--- config.mk ---
export PLATFORM = sky130hd
export DESIGN_NAME = cot_regs
export DESIGN_NICKNAME = d
export VERILOG_FILES = /design/src/hdl/cot_pkg.sv /design/src/hdl/cot_trim_if.sv /design/src/hdl/cot_regs.sv /design/src/hdl/cot_trim_apply.sv
export SDC_FILE = /design/constraint.sdc
export NUM_CORES = 1
export LEC_CHECK = 0
export BUFFER_PORTS_ARGS = -buffer_cell sky130_fd_sc_hd__buf_2
export CAP_MARGIN = 10
export CORE_MARGIN = 3
export CORE_UTILIZATION = 35
export DETAILED_ROUTE_END_ITERATION = 12
export GPL_TIMING_DRIVEN = 0
export PLACE_DENSITY = 0.6
export SLEW_MARGIN = 10
export SYNTH_ARGS = -nofsm -noshare
export SYNTH_HDL_FRONTEND = slang
export SYNTH_SLANG_ARGS = --single-unit
--- constraint.sdc ---
create_clock -name i_ref_clk -period 6.8 [get_ports i_ref_clk]
set_input_delay 0.68 -clock i_ref_clk [delete_from_list [all_inputs] [get_ports i_ref_clk]]
set_output_delay 0.68 -clock i_ref_clk [all_outputs]
set_load 0.05 [all_outputs]
--- src/hdl/cot_pkg.sv ---
// Constants and register map of the converter offset trim register bank
package cot_pkg;
  // Bus geometry
  localparam int AXI_AW  = 12;
  localparam int AXI_DW  = 32;
  localparam int TRIM_W  = 16;
  localparam int FIELD_W = 12;
  localparam int NUM_TRIM = 4;

  // Register indices; byte address is four times the index
  localparam logic [9:0] IDX_TRIM_CORE0_INPUT_B = 10'h08C;
  localparam logic [9:0] IDX_TRIM_CORE1_INPUT_A = 10'h08E;
  localparam logic [9:0] IDX_TRIM_CORE1_INPUT_B = 10'h090;
  localparam logic [9:0] IDX_TRIM_CORE2_INPUT_A = 10'h092;
  localparam logic [9:0] IDX_CAL_STATUS         = 10'h096;

  // Slots of the trim array, then the status slot and the no-match code of the address decode
  localparam int SLOT_C0_B = 0;
  localparam int SLOT_C1_A = 1;
  localparam int SLOT_C1_B = 2;
  localparam int SLOT_C2_A = 3;
  localparam int SLOT_STATUS = 4;
  localparam int SLOT_NONE   = 5;

  // Field layout of a trim register
  localparam int FIELD_LSB = 0;
  localparam int RSVD_LSB  = 12;
  localparam logic [3:0]  RSVD_RESET = 4'h0;
  localparam logic [11:0] FACTORY_TRIM_DEFAULT = 12'h800;

  // Calibration status register bits
  localparam int ST_FG_RUNNING   = 0;
  localparam int ST_BG_CAL_EN    = 1;
  localparam int ST_BG_OFS_EN    = 2;
  localparam int ST_FG_OFS_EN    = 3;
  localparam int ST_FOREGROUND_CAL_DONE_FLAG      = 4;
  localparam int ST_HALTED       = 5;
  localparam int ST_UNSAFE_WRITE = 6;
  localparam int ST_UNSAFE_READ  = 7;

  // Responses
  localparam logic [1:0] RESP_OKAY   = 2'h0;
  localparam logic [1:0] RESP_SLVERR = 2'h2;

  typedef logic [FIELD_W-1:0] cot_field_t;
endpackage

--- src/hdl/cot_trim_if.sv ---
// Trim values passed from the register bank to the correction stage
`timescale 1ns/1ps
`default_nettype none
interface cot_trim_if;
  import cot_pkg::*;
  cot_field_t trim [NUM_TRIM];
  modport bank (output trim);
  modport apply (input trim);
endinterface
`default_nettype wire

--- src/hdl/cot_regs.sv ---
// Offset trim register bank with AXI4-Lite access
// Behaviour
// - Core 0 uses its input-B trim value while it samples input B.
// - Core 1 uses its input-A trim on input A and its input-B trim on input B.
// - Each twelve-bit trim value is treated as unsigned, never sign-extended.
// - After reset each trim holds a factory value that software can read and overwrite.
// - Core 1 input-B trim sits at pair 0x090, bits 15:12 reserved RW reset zero.
// - Core 2 input-A trim sits at pair 0x092 with the same layout.
//
// The AXI4-Lite slave port was left to the implementer.
`timescale 1ns/1ps
`default_nettype none
module cot_regs
  import cot_pkg::*;
#(
  parameter logic [11:0] FACTORY_TRIM_C0_B = FACTORY_TRIM_DEFAULT,
  parameter logic [11:0] FACTORY_TRIM_C1_A = FACTORY_TRIM_DEFAULT,
  parameter logic [11:0] FACTORY_TRIM_C1_B = FACTORY_TRIM_DEFAULT,
  parameter logic [11:0] FACTORY_TRIM_C2_A = FACTORY_TRIM_DEFAULT
)
(
  input  wire logic              i_ref_clk,
  input  wire logic              i_rst_n,
  input  wire logic [AXI_AW-1:0] i_s_axi_awaddr,
  input  wire logic              i_s_axi_awvalid,
  output var  logic              o_s_axi_awready,
  input  wire logic [AXI_DW-1:0] i_s_axi_wdata,
  input  wire logic [3:0]        i_s_axi_wstrb,
  input  wire logic              i_s_axi_wvalid,
  output var  logic              o_s_axi_wready,
  output var  logic [1:0]        o_s_axi_bresp,
  output var  logic              o_s_axi_bvalid,
  input  wire logic              i_s_axi_bready,
  input  wire logic [AXI_AW-1:0] i_s_axi_araddr,
  input  wire logic              i_s_axi_arvalid,
  output var  logic              o_s_axi_arready,
  output var  logic [AXI_DW-1:0] o_s_axi_rdata,
  output var  logic [1:0]        o_s_axi_rresp,
  output var  logic              o_s_axi_rvalid,
  input  wire logic              i_s_axi_rready,
  input  wire logic              i_foreground_cal_running,
  input  wire logic              i_background_cal_enable,
  input  wire logic              i_background_offset_cal_enable,
  input  wire logic              i_foreground_offset_cal_enable,
  input  wire logic              i_foreground_cal_done_flag,
  input  wire logic              i_calibration_halted_flag,
  input  wire logic [2:0]        i_core_samples_input_b,
  input  wire cot_field_t        i_core0_trim_input_a,
  input  wire cot_field_t        i_core2_trim_input_b,
  output var  cot_field_t        o_core0_offset,
  output var  cot_field_t        o_core1_offset,
  output var  cot_field_t        o_core2_offset
);
  localparam logic [11:0] FACTORY [NUM_TRIM] =
    '{FACTORY_TRIM_C0_B, FACTORY_TRIM_C1_A, FACTORY_TRIM_C1_B, FACTORY_TRIM_C2_A};

  // Address decode shared by read and write paths
  function automatic logic [2:0] slot_of(input logic [AXI_AW-1:0] addr);
    logic [2:0] s;
    s = 3'(SLOT_NONE);
    if (addr[1:0] == 2'h0)
    begin
      case (addr[AXI_AW-1:2])
        IDX_TRIM_CORE0_INPUT_B: s = 3'(SLOT_C0_B);
        IDX_TRIM_CORE1_INPUT_A: s = 3'(SLOT_C1_A);
        IDX_TRIM_CORE1_INPUT_B: s = 3'(SLOT_C1_B);
        IDX_TRIM_CORE2_INPUT_A: s = 3'(SLOT_C2_A);
        IDX_CAL_STATUS:         s = 3'(SLOT_STATUS);
        default:                s = 3'(SLOT_NONE);
      endcase
    end
    return s;
  endfunction

  logic              rst_meta_q;
  logic              rst_sync_q;
  logic [TRIM_W-1:0] trim_q [NUM_TRIM];
  logic              aw_full_q;
  logic              w_full_q;
  logic [AXI_AW-1:0] awaddr_q;
  logic [AXI_DW-1:0] wdata_q;
  logic [3:0]        wstrb_q;
  logic              commit;
  logic [2:0]        wslot;
  logic [2:0]        rslot;
  logic              unsafe_write_q;
  logic              unsafe_read_q;
  logic              write_barred;
  logic              read_unsettled;
  logic              trim_read;
  logic [7:0]        status;

  // Reset release through two flops
  always_ff @(posedge i_ref_clk or negedge i_rst_n)
  begin
    if (!i_rst_n)
    begin
      rst_meta_q <= 1'b0;
      rst_sync_q <= 1'b0;
    end
    else
    begin
      rst_meta_q <= 1'b1;
      rst_sync_q <= rst_meta_q;
    end
  end

  // Write address and data are accepted independently
  assign o_s_axi_awready = !aw_full_q && !o_s_axi_bvalid;
  assign o_s_axi_wready  = !w_full_q && !o_s_axi_bvalid;
  assign commit          = aw_full_q && w_full_q && !o_s_axi_bvalid;
  assign wslot           = slot_of(awaddr_q);

  always_ff @(posedge i_ref_clk or negedge rst_sync_q)
  begin
    if (!rst_sync_q)
    begin
      aw_full_q <= 1'b0;
      awaddr_q  <= '0;
    end
    else if (i_s_axi_awvalid && o_s_axi_awready)
    begin
      aw_full_q <= 1'b1;
      awaddr_q  <= i_s_axi_awaddr;
    end
    else if (commit)
    begin
      aw_full_q <= 1'b0;
    end
  end

  always_ff @(posedge i_ref_clk or negedge rst_sync_q)
  begin
    if (!rst_sync_q)
    begin
      w_full_q <= 1'b0;
      wdata_q  <= '0;
      wstrb_q  <= '0;
    end
    else if (i_s_axi_wvalid && o_s_axi_wready)
    begin
      w_full_q <= 1'b1;
      wdata_q  <= i_s_axi_wdata;
      wstrb_q  <= i_s_axi_wstrb;
    end
    else if (commit)
    begin
      w_full_q <= 1'b0;
    end
  end

  // Write response, error on unmapped word
  always_ff @(posedge i_ref_clk or negedge rst_sync_q)
  begin
    if (!rst_sync_q)
    begin
      o_s_axi_bvalid <= 1'b0;
      o_s_axi_bresp  <= RESP_OKAY;
    end
    else if (commit)
    begin
      o_s_axi_bvalid <= 1'b1;
      o_s_axi_bresp  <= (wslot == 3'(SLOT_NONE)) ? RESP_SLVERR : RESP_OKAY;
    end
    else if (i_s_axi_bready)
    begin
      o_s_axi_bvalid <= 1'b0;
    end
  end

  // Trim registers, one per slot, byte lanes map to byte addresses
  genvar g;
  generate
    for (g = 0; g < NUM_TRIM; g++)
    begin : g_trim
      always_ff @(posedge i_ref_clk or negedge rst_sync_q)
      begin
        if (!rst_sync_q)
        begin
          trim_q[g] <= {RSVD_RESET, FACTORY[g]};
        end
        else if (commit && wslot == 3'(g))
        begin
          if (wstrb_q[0])
          begin
            trim_q[g][7:0] <= wdata_q[7:0];
          end
          if (wstrb_q[1])
          begin
            trim_q[g][15:8] <= wdata_q[15:8];
          end
        end
      end
    end
  endgenerate

  // Hand the twelve-bit fields to the correction stage
  cot_trim_if trim_bus ();
  generate
    for (g = 0; g < NUM_TRIM; g++)
    begin : g_field
      assign trim_bus.trim[g] = trim_q[g][FIELD_W-1:0];
    end
  endgenerate

  cot_trim_apply u_cot_trim_apply (
    .i_ref_clk              (i_ref_clk),
    .i_rst_n                (rst_sync_q),
    .trims                  (trim_bus.apply),
    .i_core_samples_input_b (i_core_samples_input_b),
    .i_core0_trim_input_a   (i_core0_trim_input_a),
    .i_core2_trim_input_b   (i_core2_trim_input_b),
    .o_core0_offset         (o_core0_offset),
    .o_core1_offset         (o_core1_offset),
    .o_core2_offset         (o_core2_offset)
  );

  // Calibration conditions under which access is unsafe
  assign write_barred = i_foreground_cal_running ||
                        (i_background_cal_enable && i_background_offset_cal_enable);
  assign read_unsettled =
    (i_foreground_offset_cal_enable && !i_background_offset_cal_enable &&
     !i_foreground_cal_done_flag) ||
    (i_background_cal_enable && i_background_offset_cal_enable &&
     !i_calibration_halted_flag);
  assign rslot     = slot_of(i_s_axi_araddr);
  assign trim_read = i_s_axi_arvalid && o_s_axi_arready && rslot < 3'(NUM_TRIM);

  // Sticky hazard flags, a new event beats a write-one clear
  always_ff @(posedge i_ref_clk or negedge rst_sync_q)
  begin
    if (!rst_sync_q)
    begin
      unsafe_write_q <= 1'b0;
      unsafe_read_q  <= 1'b0;
    end
    else
    begin
      if (commit && wslot < 3'(NUM_TRIM) && write_barred)
      begin
        unsafe_write_q <= 1'b1;
      end
      else if (commit && wslot == 3'(SLOT_STATUS) && wstrb_q[0] && wdata_q[ST_UNSAFE_WRITE])
      begin
        unsafe_write_q <= 1'b0;
      end
      if (trim_read && read_unsettled)
      begin
        unsafe_read_q <= 1'b1;
      end
      else if (commit && wslot == 3'(SLOT_STATUS) && wstrb_q[0] && wdata_q[ST_UNSAFE_READ])
      begin
        unsafe_read_q <= 1'b0;
      end
    end
  end

  // Status word, live calibration inputs and sticky flags
  always_comb
  begin
    status                  = '0;
    status[ST_FG_RUNNING]   = i_foreground_cal_running;
    status[ST_BG_CAL_EN]    = i_background_cal_enable;
    status[ST_BG_OFS_EN]    = i_background_offset_cal_enable;
    status[ST_FG_OFS_EN]    = i_foreground_offset_cal_enable;
    status[ST_FOREGROUND_CAL_DONE_FLAG]      = i_foreground_cal_done_flag;
    status[ST_HALTED]       = i_calibration_halted_flag;
    status[ST_UNSAFE_WRITE] = unsafe_write_q;
    status[ST_UNSAFE_READ]  = unsafe_read_q;
  end

  // Read channel, data one cycle after the address is taken
  assign o_s_axi_arready = !o_s_axi_rvalid;

  always_ff @(posedge i_ref_clk or negedge rst_sync_q)
  begin
    if (!rst_sync_q)
    begin
      o_s_axi_rvalid <= 1'b0;
      o_s_axi_rdata  <= '0;
      o_s_axi_rresp  <= RESP_OKAY;
    end
    else if (i_s_axi_arvalid && o_s_axi_arready)
    begin
      o_s_axi_rvalid <= 1'b1;
      o_s_axi_rresp  <= RESP_OKAY;
      o_s_axi_rdata  <= '0;
      if (rslot < 3'(NUM_TRIM))
      begin
        o_s_axi_rdata <= {16'h0000, trim_q[rslot[1:0]]};
      end
      else if (rslot == 3'(SLOT_STATUS))
      begin
        o_s_axi_rdata <= {24'h000000, status};
      end
      else
      begin
        o_s_axi_rresp <= RESP_SLVERR;
      end
    end
    else if (i_s_axi_rready)
    begin
      o_s_axi_rvalid <= 1'b0;
    end
  end

  a_low_lane_write: assert property (@(posedge i_ref_clk) disable iff (!rst_sync_q)
    commit && wslot == 3'(SLOT_C1_B) && wstrb_q[0]
      |=> trim_q[SLOT_C1_B][7:0] == $past(wdata_q[7:0]))
    else $error("low byte lane not stored");
  a_high_lane_keep: assert property (@(posedge i_ref_clk) disable iff (!rst_sync_q)
    commit && wslot == 3'(SLOT_C2_A) && !wstrb_q[1]
      |=> $stable(trim_q[SLOT_C2_A][15:8]))
    else $error("high byte changed without strobe");
  a_reserved_rw: assert property (@(posedge i_ref_clk) disable iff (!rst_sync_q)
    commit && wslot == 3'(SLOT_C1_B) && wstrb_q[1]
      |=> trim_q[SLOT_C1_B][15:12] == $past(wdata_q[15:12]))
    else $error("reserved bits not writable");
  a_read_data: assert property (@(posedge i_ref_clk) disable iff (!rst_sync_q)
    i_s_axi_arvalid && o_s_axi_arready && rslot == 3'(SLOT_C0_B)
      |=> o_s_axi_rvalid && o_s_axi_rdata == {16'h0000, $past(trim_q[SLOT_C0_B])})
    else $error("trim readback wrong");
  a_write_answer: assert property (@(posedge i_ref_clk) disable iff (!rst_sync_q)
    commit |=> o_s_axi_bvalid ##0 (o_s_axi_bresp == RESP_OKAY) == ($past(wslot) != 3'(SLOT_NONE)))
    else $error("write response wrong");
  a_unsafe_flag: assert property (@(posedge i_ref_clk) disable iff (!rst_sync_q)
    commit && wslot < 3'(NUM_TRIM) && i_background_cal_enable && i_background_offset_cal_enable
      |=> unsafe_write_q)
    else $error("barred write not flagged");
  a_bvalid_hold: assert property (@(posedge i_ref_clk) disable iff (!rst_sync_q)
    o_s_axi_bvalid && !i_s_axi_bready |=> o_s_axi_bvalid && $stable(o_s_axi_bresp))
    else $error("write response dropped early");
endmodule
`default_nettype wire

--- src/hdl/cot_trim_apply.sv ---
// Selects the offset correction for each converter core from its input
`timescale 1ns/1ps
`default_nettype none
module cot_trim_apply
  import cot_pkg::*;
(
  input  wire logic   i_ref_clk,
  input  wire logic   i_rst_n,
  cot_trim_if.apply   trims,
  input  wire logic [2:0] i_core_samples_input_b,
  input  wire cot_field_t i_core0_trim_input_a,
  input  wire cot_field_t i_core2_trim_input_b,
  output var  cot_field_t o_core0_offset,
  output var  cot_field_t o_core1_offset,
  output var  cot_field_t o_core2_offset
);
  // Registered correction per core, unsigned value passed untouched
  always_ff @(posedge i_ref_clk or negedge i_rst_n)
  begin
    if (!i_rst_n)
    begin
      o_core0_offset <= '0;
      o_core1_offset <= '0;
      o_core2_offset <= '0;
    end
    else
    begin
      o_core0_offset <= i_core_samples_input_b[0] ? trims.trim[SLOT_C0_B]
                                                  : i_core0_trim_input_a;
      o_core1_offset <= i_core_samples_input_b[1] ? trims.trim[SLOT_C1_B]
                                                  : trims.trim[SLOT_C1_A];
      o_core2_offset <= i_core_samples_input_b[2] ? i_core2_trim_input_b
                                                  : trims.trim[SLOT_C2_A];
    end
  end

  a_core0_input_b: assert property (@(posedge i_ref_clk) disable iff (!i_rst_n)
    i_core_samples_input_b[0] |=> o_core0_offset == $past(trims.trim[SLOT_C0_B]))
    else $error("core 0 input B trim not applied");

  a_core1_pick: assert property (@(posedge i_ref_clk) disable iff (!i_rst_n)
    1'b1 |=> o_core1_offset == ($past(i_core_samples_input_b[1])
      ? $past(trims.trim[SLOT_C1_B]) : $past(trims.trim[SLOT_C1_A])))
    else $error("core 1 trim selection wrong");
endmodule
`default_nettype wire

Yosys cells after proc, flatten, opt, wreduce, memory -nomap -nowiden
Index checks and enable logic that the tools add are counted.
{"block": "totals", "ff_bits": 174, "input_bits": 100, "elab_cells": 120}
{"block": "op_classes", "n_reduce_logical": 49, "muxes": 26, "magnitude_cmp": 3, "eq_ne": 16, "bitwise_logic": 1}
{"operator": "$eq 10x8->1 const B", "count": 10}
{"operator": "$mux 12", "count": 3}
{"operator": "$bmux 16 s2", "count": 1}
{"operator": "$mux 16", "count": 2}
{"operator": "$mux 32", "count": 1}
{"operator": "$pmux 3 s5", "count": 2}
{"operator": "$logic_and 1x1->1", "count": 23}
{"operator": "$reduce_and 2->1", "count": 8}
{"operator": "$reduce_bool 2->1", "count": 6}
{"operator": "$mux 1", "count": 11}
{"operator": "$eq 3x3->1 const B", "count": 3}
{"operator": "$mux 8", "count": 1}
{"operator": "$logic_not 1->1", "count": 7}
{"operator": "$eq 3x2->1 const B", "count": 2}
{"operator": "$lt 3x3->1 const B", "count": 2}
{"operator": "$mux 2", "count": 3}
{"operator": "$mux 3", "count": 2}
{"operator": "$logic_not 2->1", "count": 2}
{"operator": "$eq 3x1->1 const B", "count": 1}
{"operator": "$ge 3x3->1 const B", "count": 1}
{"operator": "$logic_not 3->1", "count": 1}
{"operator": "$not 2->3", "count": 1}
{"operator": "$logic_or 1x1->1", "count": 2}

Depth between registers and ports, before layout
Gate-level depths: netlist of run 1.
{"block": "depth", "depth_word": 9, "ltp_mapped": 7}

By module
A second synthesis of run 1 with hierarchy kept.
{"block": "unflattened", "cells_unflattened": 484, "area_unflattened_um2": 6942.9}
{"module": "cot_regs", "seq_area_each_um2": 3007.9, "area_per_inst_um2": 5490.3, "cells_per_inst": 409, "n_inst": 1}
{"module": "cot_trim_apply", "seq_area_each_um2": 900.9, "area_per_inst_um2": 1452.6, "cells_per_inst": 75, "n_inst": 1}

Least setup slack after synthesis of run 1
OpenSTA, ideal clock, no wires.
{"block": "synth_timing", "kind": "register to register", "start": "reg o_s_axi_bvalid", "end": "reg awaddr_q[10]", "t_required_ps": 6675, "setup_slack_ps": 4353, "stages_incl_launch_ff": 5, "t_arrival_ps": 2323, "synth_period_minus_slack_ps": 2447, "setup_ps": 125, "cell_sequence": "dfrtp_1 > nor2_1 > and2_1 > clkbuf_1 > mux2_2"}
{"block": "synth_via", "elab_chain_len": 3}
{"element": "from (decl)", "line_no": "cot_regs.sv:32", "rtl": "output var logic o_s_axi_bvalid,"}
{"element": "from (signal assigned)", "line_no": "cot_regs.sv:157", "rtl": "o_s_axi_bvalid <= 1'b0;"}
{"element": "from (signal assigned)", "line_no": "cot_regs.sv:162", "rtl": "o_s_axi_bvalid <= 1'b1;"}
{"element": "from (signal assigned)", "line_no": "cot_regs.sv:167", "rtl": "o_s_axi_bvalid <= 1'b0;"}
{"element": "$logic_not 1->1", "line_no": "cot_regs.sv:109", "rtl": "assign o_s_axi_awready = !aw_full_q && !o_s_axi_bvalid;"}
{"element": "$logic_and 1x1->1", "line_no": "cot_regs.sv:109"}
{"element": "net o_s_axi_awready", "line_no": "cot_regs.sv:26", "rtl": "output var logic o_s_axi_awready,"}
{"element": "$logic_and 1x1->1", "line_no": "cot_regs.sv:121", "rtl": "else if (i_s_axi_awvalid && o_s_axi_awready)"}
{"element": "to (signal assigned)", "line_no": "cot_regs.sv:124", "rtl": "awaddr_q <= i_s_axi_awaddr;"}
{"element": "to (decl)", "line_no": "cot_regs.sv:80", "rtl": "logic [AXI_AW-1:0] awaddr_q;"}
The timed path passes the listed nets, and every way through them passes these cells.
A chain may end at the register's enable or synchronous reset.

Final worst setup path of run 1
{"block": "layout_timing", "start": "reg w_full_q", "end": "reg wdata_q[11]"}
{"block": "layout_via", "elab_chain_len": 3}
{"element": "from (decl)", "line_no": "cot_regs.sv:79", "rtl": "logic w_full_q;"}
{"element": "from (signal assigned)", "line_no": "cot_regs.sv:136", "rtl": "w_full_q <= 1'b0;"}
{"element": "from (signal assigned)", "line_no": "cot_regs.sv:142", "rtl": "w_full_q <= 1'b1;"}
{"element": "from (signal assigned)", "line_no": "cot_regs.sv:148", "rtl": "w_full_q <= 1'b0;"}
{"element": "$logic_not 1->1", "line_no": "cot_regs.sv:110", "rtl": "assign o_s_axi_wready = !w_full_q && !o_s_axi_bvalid;"}
{"element": "$logic_and 1x1->1", "line_no": "cot_regs.sv:110"}
{"element": "$logic_and 1x1->1", "line_no": "cot_regs.sv:140", "rtl": "else if (i_s_axi_wvalid && o_s_axi_wready)"}
{"element": "to (signal assigned)", "line_no": "cot_regs.sv:143", "rtl": "wdata_q <= i_s_axi_wdata;"}
{"element": "to (decl)", "line_no": "cot_regs.sv:81", "rtl": "logic [AXI_DW-1:0] wdata_q;"}
No other way between the ends.

==> metrics list, run 1 <==
- Of the cells placed in the final design, the portion with a size suffix greater than 1 is 50.1%.
- Clock root cell: sky130_fd_sc_hd__clkbuf_16
- Antenna violations before repair: 2
* Highest achievable clock rate: 392 MHz
- Placeable Area: 0.0188 mm²
- Count of different cell masters after synthesis: 49
- Worst setup margin: 4250 ps
- Post-synthesis instance area: 0.00673 mm²
- Remaining global-route overflow: 0
- Max H-tree Level: 4
* I/O pin cnt: 177
* Row count: 50
- Finish-stage setup viols: 0
* Hold Path Class: in -> async
* Clock latency of the later-clocked register in the worst-skew pair: 430 ps
- Clock tree from TritonCTS: yes
- Number of buffers inserted by post-CTS setup repair: 0
* Final number of hold-violating endpoints: 0
* Average via count per standard cell: 4.85
- Diode insertion count for antenna repair: 0
- Clock-pin slew was measured on the worst setup and hold paths at 60 ps.
- The worst-case IR drop observed on VDD is 0.193 mV.
- The Yosys step of the flow raised 0 warnings.
- Worst-case clock skew: 8.78 ps
- Overall die area: 0.0209 mm²
- WP data arrival: 2860 ps
* Post-layout min period: 2550 ps
- In this run the power density over the cells is 309 mW/mm².
* Share of the clock period used by the worst path: 37.5%
- Max capacitance violation total: 0
* Final total negative setup slack: 0 ps
- Iter 0 DRT Violations: 292
* Worst-case clock buffer depth: 2
- The first global-routing pass estimated 26800 µm of wire.
- Post-CTS repair changed the size of 0 cells.
- The worst setup path is of the reg -> reg kind.
* Type of destination of the critical path: register
* Actual transition at the worst max-transition pin: 1020 ps
- Final hold slack: 29.2 ps
- In this run the static leakage power is 4.12 nW.
* Remaining number of nets flagged by the antenna check after routing: 0
- Total power consumption of the routed design: 2.62 mW
* Maximum number of pins on one net before global-route repair: 59
* Post-CTS Hold Buffers: 0
* Startpoint types: register
- Post-detailed-route DRC marker count: 0
* Number of nets in the layout: 769
* Fraction of synthesis flops using an asynchronous set or reset pin: 100%
- Most instantiated flip-flop cell in the synthesis netlist: sky130_fd_sc_hd__dfrtp_1
* GRT Overall Usage: 17.3%
- Layout fillers: 1757
- For this configuration, the core starts out at a cell density of 35.8%.
- Via count of the first global-routing pass: 4751
* Placement-stage worst setup slack: 3900 ps
- At the end of the flow the core is filled with cells to 45.0%.
- Detailed routing inserted a total of 4564 vias.
* Number of pins exceeding their max-slew limit in the final report: 0
- Number of instances in the synthesized netlist: 492
* Width of the die: 145 µm
* Worst slew margin: 31.7%
- Detailed placement ended at an HPWL of 12800 µm.
* Gp weighted congestion: 0.806
- Data on the critical path is required at its endpoint by 7110 ps.
- Post-synth EDFFs: 0
- After synthesis, the mean cell area works out to 13.7 µm².
- The first detailed-routing pass ran for 4 iterations.
- Setup repair after global routing left no endpoint under its margin.
* Synthesis-stage register bit count: 156
- Area of combinational cells with multiple inputs: 0.00267 mm²
- TritonCTS sink count: 156
- In this run the worst path has a maximum fanout of 10.
- Per-cell routed wire length: 18.7 µm
* Die height: 145 µm
- Across the whole layout, storage elements account for 0.00391 mm².
* Run status: completed
- Wire length after detailed routing: 17600 µm
- Total of buffers placed on input and output ports: 139
- Compared with the post-synthesis result, the final layout area differs by 26.0%.
- The number of clock buffers added by TritonCTS is 17.
- Sequential share of the synthesized area: 58.1%
[layer usage]
layer	routed length, µm	vias up	global-route usage, %
li1	-	2114	-
met1	7520	2271	22.1
met2	8670	149	28.8
met3	1090	26	5.13
met4	250	4	4.91
met5	27	-	0
[area by class of cell]
cell class	instances	area share (%)
buffer	33	2.40
clock buffer	19	5.10
clock inverter	12	2.02
inverter	3	0.133
multi-input combinational	317	31.5
sequential	156	46.1
tap	260	3.84
timing repair buffer	141	8.85
[critical path: stages (launching register included)]
cell and delay (ps):
sky130_fd_sc_hd__dfrtp_1 420, sky130_fd_sc_hd__nor3b_1 210, sky130_fd_sc_hd__clkbuf_1 630, sky130_fd_sc_hd__clkbuf_1 750, sky130_fd_sc_hd__mux2_2 410
[cell usage after synthesis, types with 2 or more instances]
library cell                 n  area share, %
sky130_fd_sc_hd__o22ai_1     5           0.46
sky130_fd_sc_hd__and2_1      4           0.37
sky130_fd_sc_hd__a211oi_1    4           0.45
sky130_fd_sc_hd__o211ai_1    6           0.67
sky130_fd_sc_hd__mux2_1      2           0.33
sky130_fd_sc_hd__dfstp_2     4            1.6
sky130_fd_sc_hd__nor2b_1    12            1.1
sky130_fd_sc_hd__buf_4      18            2.0
sky130_fd_sc_hd__buf_2       4           0.30
sky130_fd_sc_hd__mux2_2    128             21
sky130_fd_sc_hd__nand2b_1    4           0.37
sky130_fd_sc_hd__o221ai_1   15            2.0
sky130_fd_sc_hd__nor2_1     19            1.1
sky130_fd_sc_hd__dfrtp_1   152             56
sky130_fd_sc_hd__o22a_1      2           0.26
sky130_fd_sc_hd__buf_1       4           0.22
sky130_fd_sc_hd__conb_1      2           0.11
sky130_fd_sc_hd__a31oi_1     5           0.46
sky130_fd_sc_hd__mux2i_1    21            3.1
sky130_fd_sc_hd__nor2_2      8           0.74
sky130_fd_sc_hd__nand3b_1    2           0.22
sky130_fd_sc_hd__inv_1       3           0.17
sky130_fd_sc_hd__nor3b_1     2           0.22
sky130_fd_sc_hd__o21ai_0     5           0.37
sky130_fd_sc_hd__a21oi_1    10           0.74
sky130_fd_sc_hd__nand2_1    19            1.1
sky130_fd_sc_hd__clkbuf_1    6           0.33
sky130_fd_sc_hd__nand3_1     4           0.30
sky130_fd_sc_hd__nor3_2      2           0.30
[layout by cell type (no fill, tap or decap), types with 2 or more instances in the layout]
master	n
sky130_fd_sc_hd__inv_1	3
sky130_fd_sc_hd__mux2i_1	21
sky130_fd_sc_hd__bufinv_16	4
sky130_fd_sc_hd__nor2b_1	12
sky130_fd_sc_hd__clkbuf_1	8
sky130_fd_sc_hd__buf_2	143
sky130_fd_sc_hd__nor2_1	19
sky130_fd_sc_hd__a211oi_1	4
sky130_fd_sc_hd__o22a_1	2
sky130_fd_sc_hd__and2_1	4
sky130_fd_sc_hd__a31oi_1	5
sky130_fd_sc_hd__o22ai_1	5
sky130_fd_sc_hd__clkbuf_16	17
sky130_fd_sc_hd__o221ai_1	15
sky130_fd_sc_hd__mux2_2	128
sky130_fd_sc_hd__clkinv_2	4
sky130_fd_sc_hd__buf_1	4
sky130_fd_sc_hd__o211ai_1	6
sky130_fd_sc_hd__dfstp_2	4
sky130_fd_sc_hd__clkinvlp_4	3
sky130_fd_sc_hd__nor3b_1	2
sky130_fd_sc_hd__buf_4	18
sky130_fd_sc_hd__nor2_2	8
sky130_fd_sc_hd__conb_1	19
sky130_fd_sc_hd__nand3_1	4
sky130_fd_sc_hd__nand2_1	19
sky130_fd_sc_hd__a21oi_1	10
sky130_fd_sc_hd__o21ai_0	5
sky130_fd_sc_hd__dfrtp_1	151
sky130_fd_sc_hd__nand3b_1	2
sky130_fd_sc_hd__mux2_1	2
sky130_fd_sc_hd__nand2b_1	4
sky130_fd_sc_hd__buf_16	2
sky130_fd_sc_hd__nor3_2	2
[state kept, by name (all words and copies together) (netlist names)]
register                         count
o_s_axi_bresp                        1
u_cot_trim_apply.o_core0_offset     12
unsafe_write_q                       1
w_full_q                             1
rst_meta_q                           1
wdata_q                             16
trim_bus.trim                       48
trim_q                              16
unsafe_read_q                        1
o_s_axi_rvalid                       1
o_s_axi_rresp                        1
u_cot_trim_apply.o_core1_offset     12
u_cot_trim_apply.o_core2_offset     12
wstrb_q                              2
o_s_axi_rdata                       16
rst_sync_q                           1
aw_full_q                            1
o_s_axi_bvalid                       1
awaddr_q                            12
[where the power goes]
part	leakage, nW	internal (mW)	total (mW)	switching (mW)
clock	0.289	0.610	0.986	0.376
sequential	2.04	1.05	1.17	0.118
combinational	1.78	0.189	0.465	0.276
[path summary, 6_finish.rpt]
path,cells after the start,slack [ps],to,startpoint
setup / recovery,4,4250,wdata_q[11],w_full_q
min in group i_ref_clk,0,360,rst_sync_q,rst_meta_q
hold / removal,1,30,rst_sync_q,i_rst_n
hold reg to reg,0,340,awaddr_q[9],rst_sync_q
max in group asynchronous,1,5710,trim_bus.trim[23],rst_sync_q
setup reg to reg,4,4250,wdata_q[11],w_full_q
[cells by family (layout without fill, tap and decap cells)]
kind of cell,count (synthesis),in the layout,synth area share [%]
AOI/OAI and AO/OA,57,57,6.15
DFF,156,156,58.1
other,2,19,0.112
buffers and inverters,36,208,3.20
and+or+nand+nor,90,90,7.62
muxes,151,151,24.9
[through the flow]
stage,area [µm²],instances
floorplan,6800,509
global placement,7820,908
detailed placement,7880,910
CTS,8480,941
global route,8480,941
finish,8480,941
Power figures use the tool's default switching activity.
==> inputs of run 2 (changes only) <==
==> constraint.sdc (replaced) <==
create_clock -name i_ref_clk -period 2.49 [get_ports i_ref_clk]
set_input_delay 0.249 -clock i_ref_clk [delete_from_list [all_inputs] [get_ports i_ref_clk]]
set_output_delay 0.249 -clock i_ref_clk [all_outputs]
set_load 0.05 [all_outputs]
==> metrics list, run 2 (synthesis results as in run 1) <==
- The run finished with clean final reports.
- Number of standard cells in the final layout excluding fillers: 945 (+0.43%)
- The number of inserted diodes is 0 (unchanged).
- The number of filler cells placed in the layout is 1764 (+0.40%).
- Number of pins exceeding their max-slew limit in the final report: 0 (unchanged)
- Critical path start-end classification: reg -> reg
* Global-route wire length before repair: 27200 µm (+1.3%)
- Highest achievable clock rate: 423 MHz (+7.9%)
- The final critical-path setup slack came to 126 ps (-4120 ps).
- Post-layout min period: 2360 ps (-188 ps)
* Remaining global-route overflow: 0 (unchanged)
- Die height: 145 µm (unchanged)
- The number of sinks on the clock net is 156 (unchanged).
- Actual transition at the worst max-transition pin: 1070 ps (+46.5 ps)
- The path class of the tightest hold or removal check is in -> reg.
- Clock root cell: sky130_fd_sc_hd__clkbuf_16
- The power density over the cells is 817 mW/mm² (+160%).
* Placeable Area: 0.0188 mm² (unchanged)
- The number of flip-flops under the largest register name is 48 (unchanged).
- Iter 0 DRT Violations: 289 (-1.0%)
- The source-to-sink clock delay at the later pin of the worst-skew pair came to 430 ps (about the same).
- The area enclosed by the die boundary came to 0.0209 mm² (unchanged).
- Total of buffers placed on input and output ports: 139 (unchanged)
- The library cell used most frequently in the layout, excluding fill and tap cells, is sky130_fd_sc_hd__dfrtp_1.
- The worst hold margin came to 51.1 ps (+21.9 ps).
- Starting density of the core: 35.8% (unchanged)
* Width of the die: 145 µm (unchanged)
- Worst-case clock buffer depth: 2 (unchanged)
* Share of the clock period used by the worst path: 94.9% (+57 points)
- The number of buffers inserted to repair setup after CTS came to 0 (unchanged).
* Max capacitance violation total: 0 (unchanged)
* Per-cell routed wire length: 18.7 µm (about the same)
* WP data arrival: 2670 ps (-190 ps)
- The share of layout cells above drive strength 1 came to 50.2% (+0.15 points).
- Maximum number of pins on one net before global-route repair: 67 (+14%)
- The mean number of vias per cell was 4.88 (+0.56%).
- The half-perimeter wire length of the detailed placement result is 12700 µm (-0.46%).
- Unrepaired setup endpoints after global routing: yes
* Clock tree from TritonCTS: yes
- Critical path data required time: 2790 ps (-4320 ps)
- Final total negative setup slack: 0 ps (unchanged)
- Antenna violations before repair: 3 (+1)
- The global-route total usage across every layer was 17.3% (about the same).
- Max H-tree Level: 4 (unchanged)
- The top fanout value on the critical path is 8 (-2).
- The number of ports placed on the die boundary was 177 (unchanged).
- Finish-stage setup viols: 0 (unchanged)
* Number of buffers inserted during clock tree synthesis: 17 (unchanged)
- Area Overhead vs Synth: 25.9% (about the same)
- The library cells used most frequently in the layout, excluding fill and tap cells, are sky130_fd_sc_hd__dfrtp_1 (151), sky130_fd_sc_hd__buf_2 (143), sky130_fd_sc_hd__mux2_2 (128).
- The largest voltage drop on the vdd net came to 0.544 mV (+180%).
- The final routed wirelength across all metal layers came to 17600 µm (+0.51%).
* Number of nets in the layout: 772 (+0.39%)
- Leakage power summed over all cells: 4.11 nW (-0.19%)
- Post-detailed-route DRC marker count: 0 (unchanged)
- The worst setup path is captured at a register.
- Remaining number of nets flagged by the antenna check after routing: 0 (unchanged)
- Worst-case clock skew: 8.87 ps (+0.0912 ps)
- Row count: 50 (unchanged)
- The clock-pin slew reported for the worst setup and hold paths after clock tree synthesis was 60 ps (about the same).
- Total number of vias: 4609 (+0.99%)
- Final number of hold-violating endpoints: 0 (unchanged)
* Via count of the first global-routing pass: 4826 (+1.6%)
* Placement-stage worst setup slack: -84.7 ps (-3980 ps)
- The weighted congestion at the end of routability-driven global placement was 0.816 (+1.3%).
- Startpoint types: register
- Placed Instances: 910 (unchanged)
* Worst slew margin: 28.6% (-3.1 points)
* First-pass iteration count of the detailed router: 4 (unchanged)
[run 2: cell type report]
type                    count  area, µm²  area share (%)
repair buffers            144        781            9.21
clock buffers              19        443            5.23
inverters                   3       11.3           0.133
well taps                 260        325            3.84
plain buffers              33        205            2.42
multi-input cells         317       2680            31.6
clock inverters            13        119            1.40
flip-flops and latches    156       3910            46.2
[run 2: timing repair]
item                                    in CTS  in global routing
hold endpoints to repair                     4                  0
endpoints found under the setup margin      10                 64
resized for setup                            1                  1
hold buffers                                 3                  0
[run 2: final timing paths]
kind	start	end	slack [ps]	cells past startpoint
setup / recovery	awaddr_q[8]	trim_bus.trim[42]	130	4
hold / removal	i_s_axi_awaddr[8]	awaddr_q[8]	50	2
setup reg to reg	awaddr_q[8]	trim_bus.trim[42]	130	4
hold reg to reg	rst_sync_q	wdata_q[13]	290	0
max in group asynchronous	rst_sync_q	trim_bus.trim[35]	1530	1
min in group asynchronous	i_rst_n	rst_meta_q	130	2
[run 2: worst max-delay path, cell delays in order, from the launching register on]
cell and delay, ps:
sky130_fd_sc_hd__dfrtp_1 370, sky130_fd_sc_hd__nor4b_1 410, sky130_fd_sc_hd__nand4_1 410, sky130_fd_sc_hd__nor2_2 630, sky130_fd_sc_hd__mux2_2 410
[run 2: through the flow]
step / power (mW) / utilization (%) / area, µm²
2_1_floorplan: 4.10 / - / 6800
3_5_place_dp: 4.52 / 41.8 / 7880
6_report: 6.92 / 45.0 / 8470
5_1_grt: 7.26 / 45.0 / 8470
3_3_place_gp: 4.45 / 41.5 / 7820
4_1_cts: 6.99 / 45.0 / 8470
[run 2: layer usage]
layer,track usage (%),vias up,share of wire (%)
met5,0,-,0.20
met4,5.30,6,1.3
met3,5.46,23,6.8
met2,28.7,138,49
met1,21.8,2321,43
li1,-,2121,-
[run 2: report_power, final]
part	total, mW	switching [mW]	internal, mW
logic	1.27	0.753	0.519
registers	3.19	0.316	2.88
clock network	2.46	1.05	1.40
total	6.92	2.12	4.80
==> inputs of run 3 (changes only) <==
--- a/config.mk
+++ b/config.mk
@@ -5,14 +5,16 @@
 export SDC_FILE = /design/constraint.sdc
 export NUM_CORES = 1
 export LEC_CHECK = 0
+export ABC_AREA = 1
 export BUFFER_PORTS_ARGS = -buffer_cell sky130_fd_sc_hd__buf_2
 export CAP_MARGIN = 10
 export CORE_MARGIN = 3
-export CORE_UTILIZATION = 35
+export CORE_UTILIZATION = 54
 export DETAILED_ROUTE_END_ITERATION = 12
 export GPL_TIMING_DRIVEN = 0
-export PLACE_DENSITY = 0.6
+export PLACE_DENSITY = 0.84
 export SLEW_MARGIN = 10
 export SYNTH_ARGS = -nofsm -noshare
 export SYNTH_HDL_FRONTEND = slang
+export SYNTH_HIERARCHICAL = 1
 export SYNTH_SLANG_ARGS = --single-unit
==> metrics list, run 3 <==
* Post-DP HPWL: 13500 µm (+6.5%)
- The reported max-cap violation count came to 0 (unchanged).
- The register-to-register path setup slack came to 480 ps (+350 ps).
- The core outline area was 0.0129 mm² (-32%).
- The number of inserted diodes is 0 (unchanged).
* Clock-pin slew reported for the worst setup and hold paths after clock tree synthesis: 60 ps (about the same)
* Number of buffers inserted during clock tree synthesis: 17 (unchanged)
* Row count: 41 (-18%)
- Via count of the first global-routing pass: 6032 (+25%)
* Total of buffers placed on input and output ports: 140 (+0.72%)
- The slowest stage of the critical path is the sky130_fd_sc_hd__dfrtp_1 cell.
- Synth cell count leaders: sky130_fd_sc_hd__nand2_1 (287), sky130_fd_sc_hd__dfrtp_1 (152), sky130_fd_sc_hd__inv_1 (80)
* Total power consumption of the routed design: 7.31 mW (+5.6%)
- The global-route wire length before repair came to 29200 µm (+7.4%).
* Highest achievable clock rate: 497 MHz (+18%)
- The deepest clock path buffer count was 2 (unchanged).
- The post-route fraction of the period consumed by the critical path came to 80.7% (-14 points).
- Leaving out fill and tap cells, the most frequent cell in the layout is sky130_fd_sc_hd__nand2_1.
- Number of standard cells in the final layout excluding fillers: 1211 (+28%)
- The most used flip-flop cell after synthesis is sky130_fd_sc_hd__dfrtp_1.
- Post-synth top area cell: sky130_fd_sc_hd__dfrtp_1
- First-pass iteration count of the detailed router: 6 (+2)
- In the layout the commonest cells are sky130_fd_sc_hd__nand2_1 (287), sky130_fd_sc_hd__dfrtp_1 (151), sky130_fd_sc_hd__buf_2 (150).
* Clock latency of the later-clocked register in the worst-skew pair: 430 ps (about the same)
* Remaining number of nets flagged by the antenna check after routing: 0 (unchanged)
* Worst flop-to-flop path endpoint: trim_q[14]
- The count of cells resized by post-cts repair came to 0 (-1).
- Per-cell routed wire length: 14.9 µm (-20%)
* Area Overhead vs Synth: 23.3%
- The count of distinct cell types in the synthesized netlist is 33 (-33%).
* Hold Path Class: in -> reg
- Maximum single-stage delay on the critical path: 390 ps (-240 ps)
- The run finished with clean final reports.
* Fraction of synthesis flops using an asynchronous set or reset pin: 100% (unchanged)
- The adder-cell share of the synthesized area was 0% (unchanged).
- Actual transition at the worst max-transition pin: 679 ps (-392 ps)
* Critical path start-end classification: reg -> reg
* Synthesis Warnings: 6 (+6)
- The tree is rooted in a sky130_fd_sc_hd__clkbuf_16.
- STA classifies the critical path startpoint as a register.
- Flip-flop count of the largest register, all copies and words added: 48 (unchanged)
- WP data arrival: 2320 ps (-350 ps)
- Number of instances in the synthesized netlist: 846 (+72%)
- Largest vdd supply drop: 0.732 mV (+35%)
- Post-layout min period: 2010 ps (-354 ps)
* Post-synth EDFFs: 0 (unchanged)
* Cell-by-cell trace of the critical path: inv_2 > nand2_2 > nor3_4 > nand3_2 > nand2_2 > nand2_1 > nand2_4 > nand3_2 > buf_2 > nand2_1 > o21ai_1
* Finish-stage setup viols: 0 (unchanged)
- The sequential element share of the synthesized area was 53.9% (-4.1 points).
- CP Max Fanout: 10 (+2)
- TritonCTS sink count: 156 (unchanged)
- The multiplexer share of the synthesized area was 1.09% (-24 points).
* Width of the die: 122 µm (-16%)
- Placed Instances: 1177 (+29%)
- GRT Overall Usage: 25.3% (+8.0 points)
- The number of vias in the routed layout is 6250 (+36%).
- The final routed wirelength across all metal layers is 18100 µm (+2.4%).
- Max H-tree Level: 4 (unchanged)
- Number of pins exceeding their max-slew limit in the final report: 0 (unchanged)
- The top cell type's share of synthesized area is 52.5% (-4.0 points).
* Start of the worst register-to-register path: awaddr_q[7]
- Worst-case clock skew: 8.35 ps (-0.514 ps)
- Post-synthesis instance area: 0.00725 mm² (+7.7%)
* Final number of hold-violating endpoints: 0 (unchanged)
* Leakage power summed over all cells: 4.91 nW (+19%)
* Combinational family with the most area after synthesis: simple AND/OR/NAND/NOR gates
* Iter 0 DRT Violations: 575 (+99%)
* Area share of and/or/nand/nor cells after synthesis: 25.7% (+18 points)
- Synthesis-stage register bit count: 156 (unchanged)
* Number of cells on the worst reg-to-reg path: 11 (+7)
- TritonCTS built the clock tree.
- The post-synthesis average cell area is 8.57 µm² (-37%).
- For hold timing, the worst endpoint is o_s_axi_rvalid.
- Gp weighted congestion: 0.892 (+9.3%)
* Antenna violations before repair: 0 (-3)
- Number of nets in the layout: 1126 (+46%)
- Final total negative setup slack: 0 ps (unchanged)
- Total power density per cell area: 818 mW/mm² (+0.12%)
- The xor/xnor share of the synthesized area came to 0% (unchanged).
- Die height: 122 µm (-16%)
- The worst setup path is captured at a register.
* Layout cell share with drive strength beyond 1: 26.8% (-23 points)
- Unrepaired setup endpoints after global routing: no
* Min-Delay Startpoint: i_s_axi_rready
* Main area contributors after synthesis: sky130_fd_sc_hd__dfrtp_1 (52%), sky130_fd_sc_hd__nand2_1 (15%), sky130_fd_sc_hd__inv_1 (4.1%), sky130_fd_sc_hd__o21ai_1 (3.5%), sky130_fd_sc_hd__nor2_1 (2.5%)
- The normalized max-slew margin is 54.7% (+26 points).
- Post-detailed-route DRC marker count: 0 (unchanged)
- The synthesized-area fraction occupied by ao, oa, aoi and oai cells came to 10.3% (+4.2 points).
- Worst hold path stage count: 2 (unchanged)
- The initial standard-cell utilization of the core is 56.3% (+21 points).
* Most instantiated library cell after synthesis: sky130_fd_sc_hd__nand2_1
- The number of ports placed on the die boundary was 177 (unchanged).
- The mean number of vias per cell came to 5.16 (+5.8%).
* Remaining global-route overflow: 0 (unchanged)
* Critical path data required time: 2800 ps (about the same)
* Overall die area: 0.0149 mm² (-29%)
- Maximum number of pins on one net before global-route repair: 58 (-13%)
run 3: changes by cell type in the layout (fill, tap and decap cells not counted), moves of 21 or more:
cell / change
sky130_fd_sc_hd__nor2_1: +30
sky130_fd_sc_hd__mux2_2: -121
sky130_fd_sc_hd__nand2_1: +268
sky130_fd_sc_hd__o21ai_1: +51
sky130_fd_sc_hd__nand3_1: +28
sky130_fd_sc_hd__mux2i_1: -21
sky130_fd_sc_hd__inv_1: +77
run 3: worst max path at each step:
stage / startpoint / endpoint / slack, ps / cells after the start
4_1_cts: awaddr_q[7] / trim_bus.trim[6] / 480 / 11
6_report: awaddr_q[7] / trim_q[14] / 480 / 11
2_1_floorplan: o_s_axi_bvalid / awaddr_q[4] / 220 / 5
5_1_grt: awaddr_q[7] / trim_bus.trim[6] / 340 / 11
3_5_place_dp: i_s_axi_araddr[11] / o_s_axi_rdata[13] / 470 / 12
3_3_place_gp: rst_sync_q / u_cot_trim_apply/o_core0_offset[5] / 380 / 0
run 3: area by class of cell:
class                           count  area [µm²]
Sequential cell                   156        3910
Tap cell                          172         215
Inverter                           87         328
Clock buffer                       26         499
Timing Repair Buffer              144         776
Multi-Input combinational cell    574        2760
Clock inverter                      6         134
Buffer                             46         313
Fill cell                        1019        3940
run 3: metrics by stage:
step                instance area [µm²]  hold slack (ps)  worst slack, ps  utilization, %
CTS                                8940             8.93              475            69.4
finish                             8940             20.3              480            69.4
detailed placement                 8290             37.0              466            64.4
global placement                   8230             35.7              379            63.9
floorplan                          7320            -46.6              218               -
global route                       8940             14.6              337            69.4
run 3: routing by layer:
| metal | GRT usage (%) | up-vias | part of all wire, % |
|---|---|---|---|
| met5 | 0 | - | 0 |
| li1 | - | 3024 | - |
| met1 | 33.8 | 2918 | 42 |
| met4 | 9.17 | 0 | 2.0 |
| met2 | 40.7 | 276 | 47 |
| met3 | 6.04 | 32 | 8.8 |
run 3: timing repair:
item                      4_1_cts  5_1_grt
setup buffers                   0        0
hold buffers                    2        0
hold endpoints to repair        3        0
run 3: logic make-up (layout without fill, tap and decap cells):
| group | after synthesis | after routing |
|---|---|---|
| AO/OA/AOI/OAI | 129 | 129 |
| multiplexers | 7 | 7 |
| AND/OR/NAND/NOR | 419 | 419 |
| flip-flops | 156 | 156 |
| other | 2 | 19 |
| buffers and inverters | 133 | 309 |
run 3: critical path, delay by kind of cell (launching register included):
kind / cells / cell delay, ps
AOI/OAI and AO/OA: 1 / 60
buffers and inverters: 2 / 330
DFF: 1 / 390
and+or+nand+nor: 8 / 1120
run 3: where the power goes:
group	total [mW]	switching, mW	internal (mW)
clock	2.76	0.976	1.79
sequential	3.06	0.193	2.86
combinational	1.50	1.10	0.400
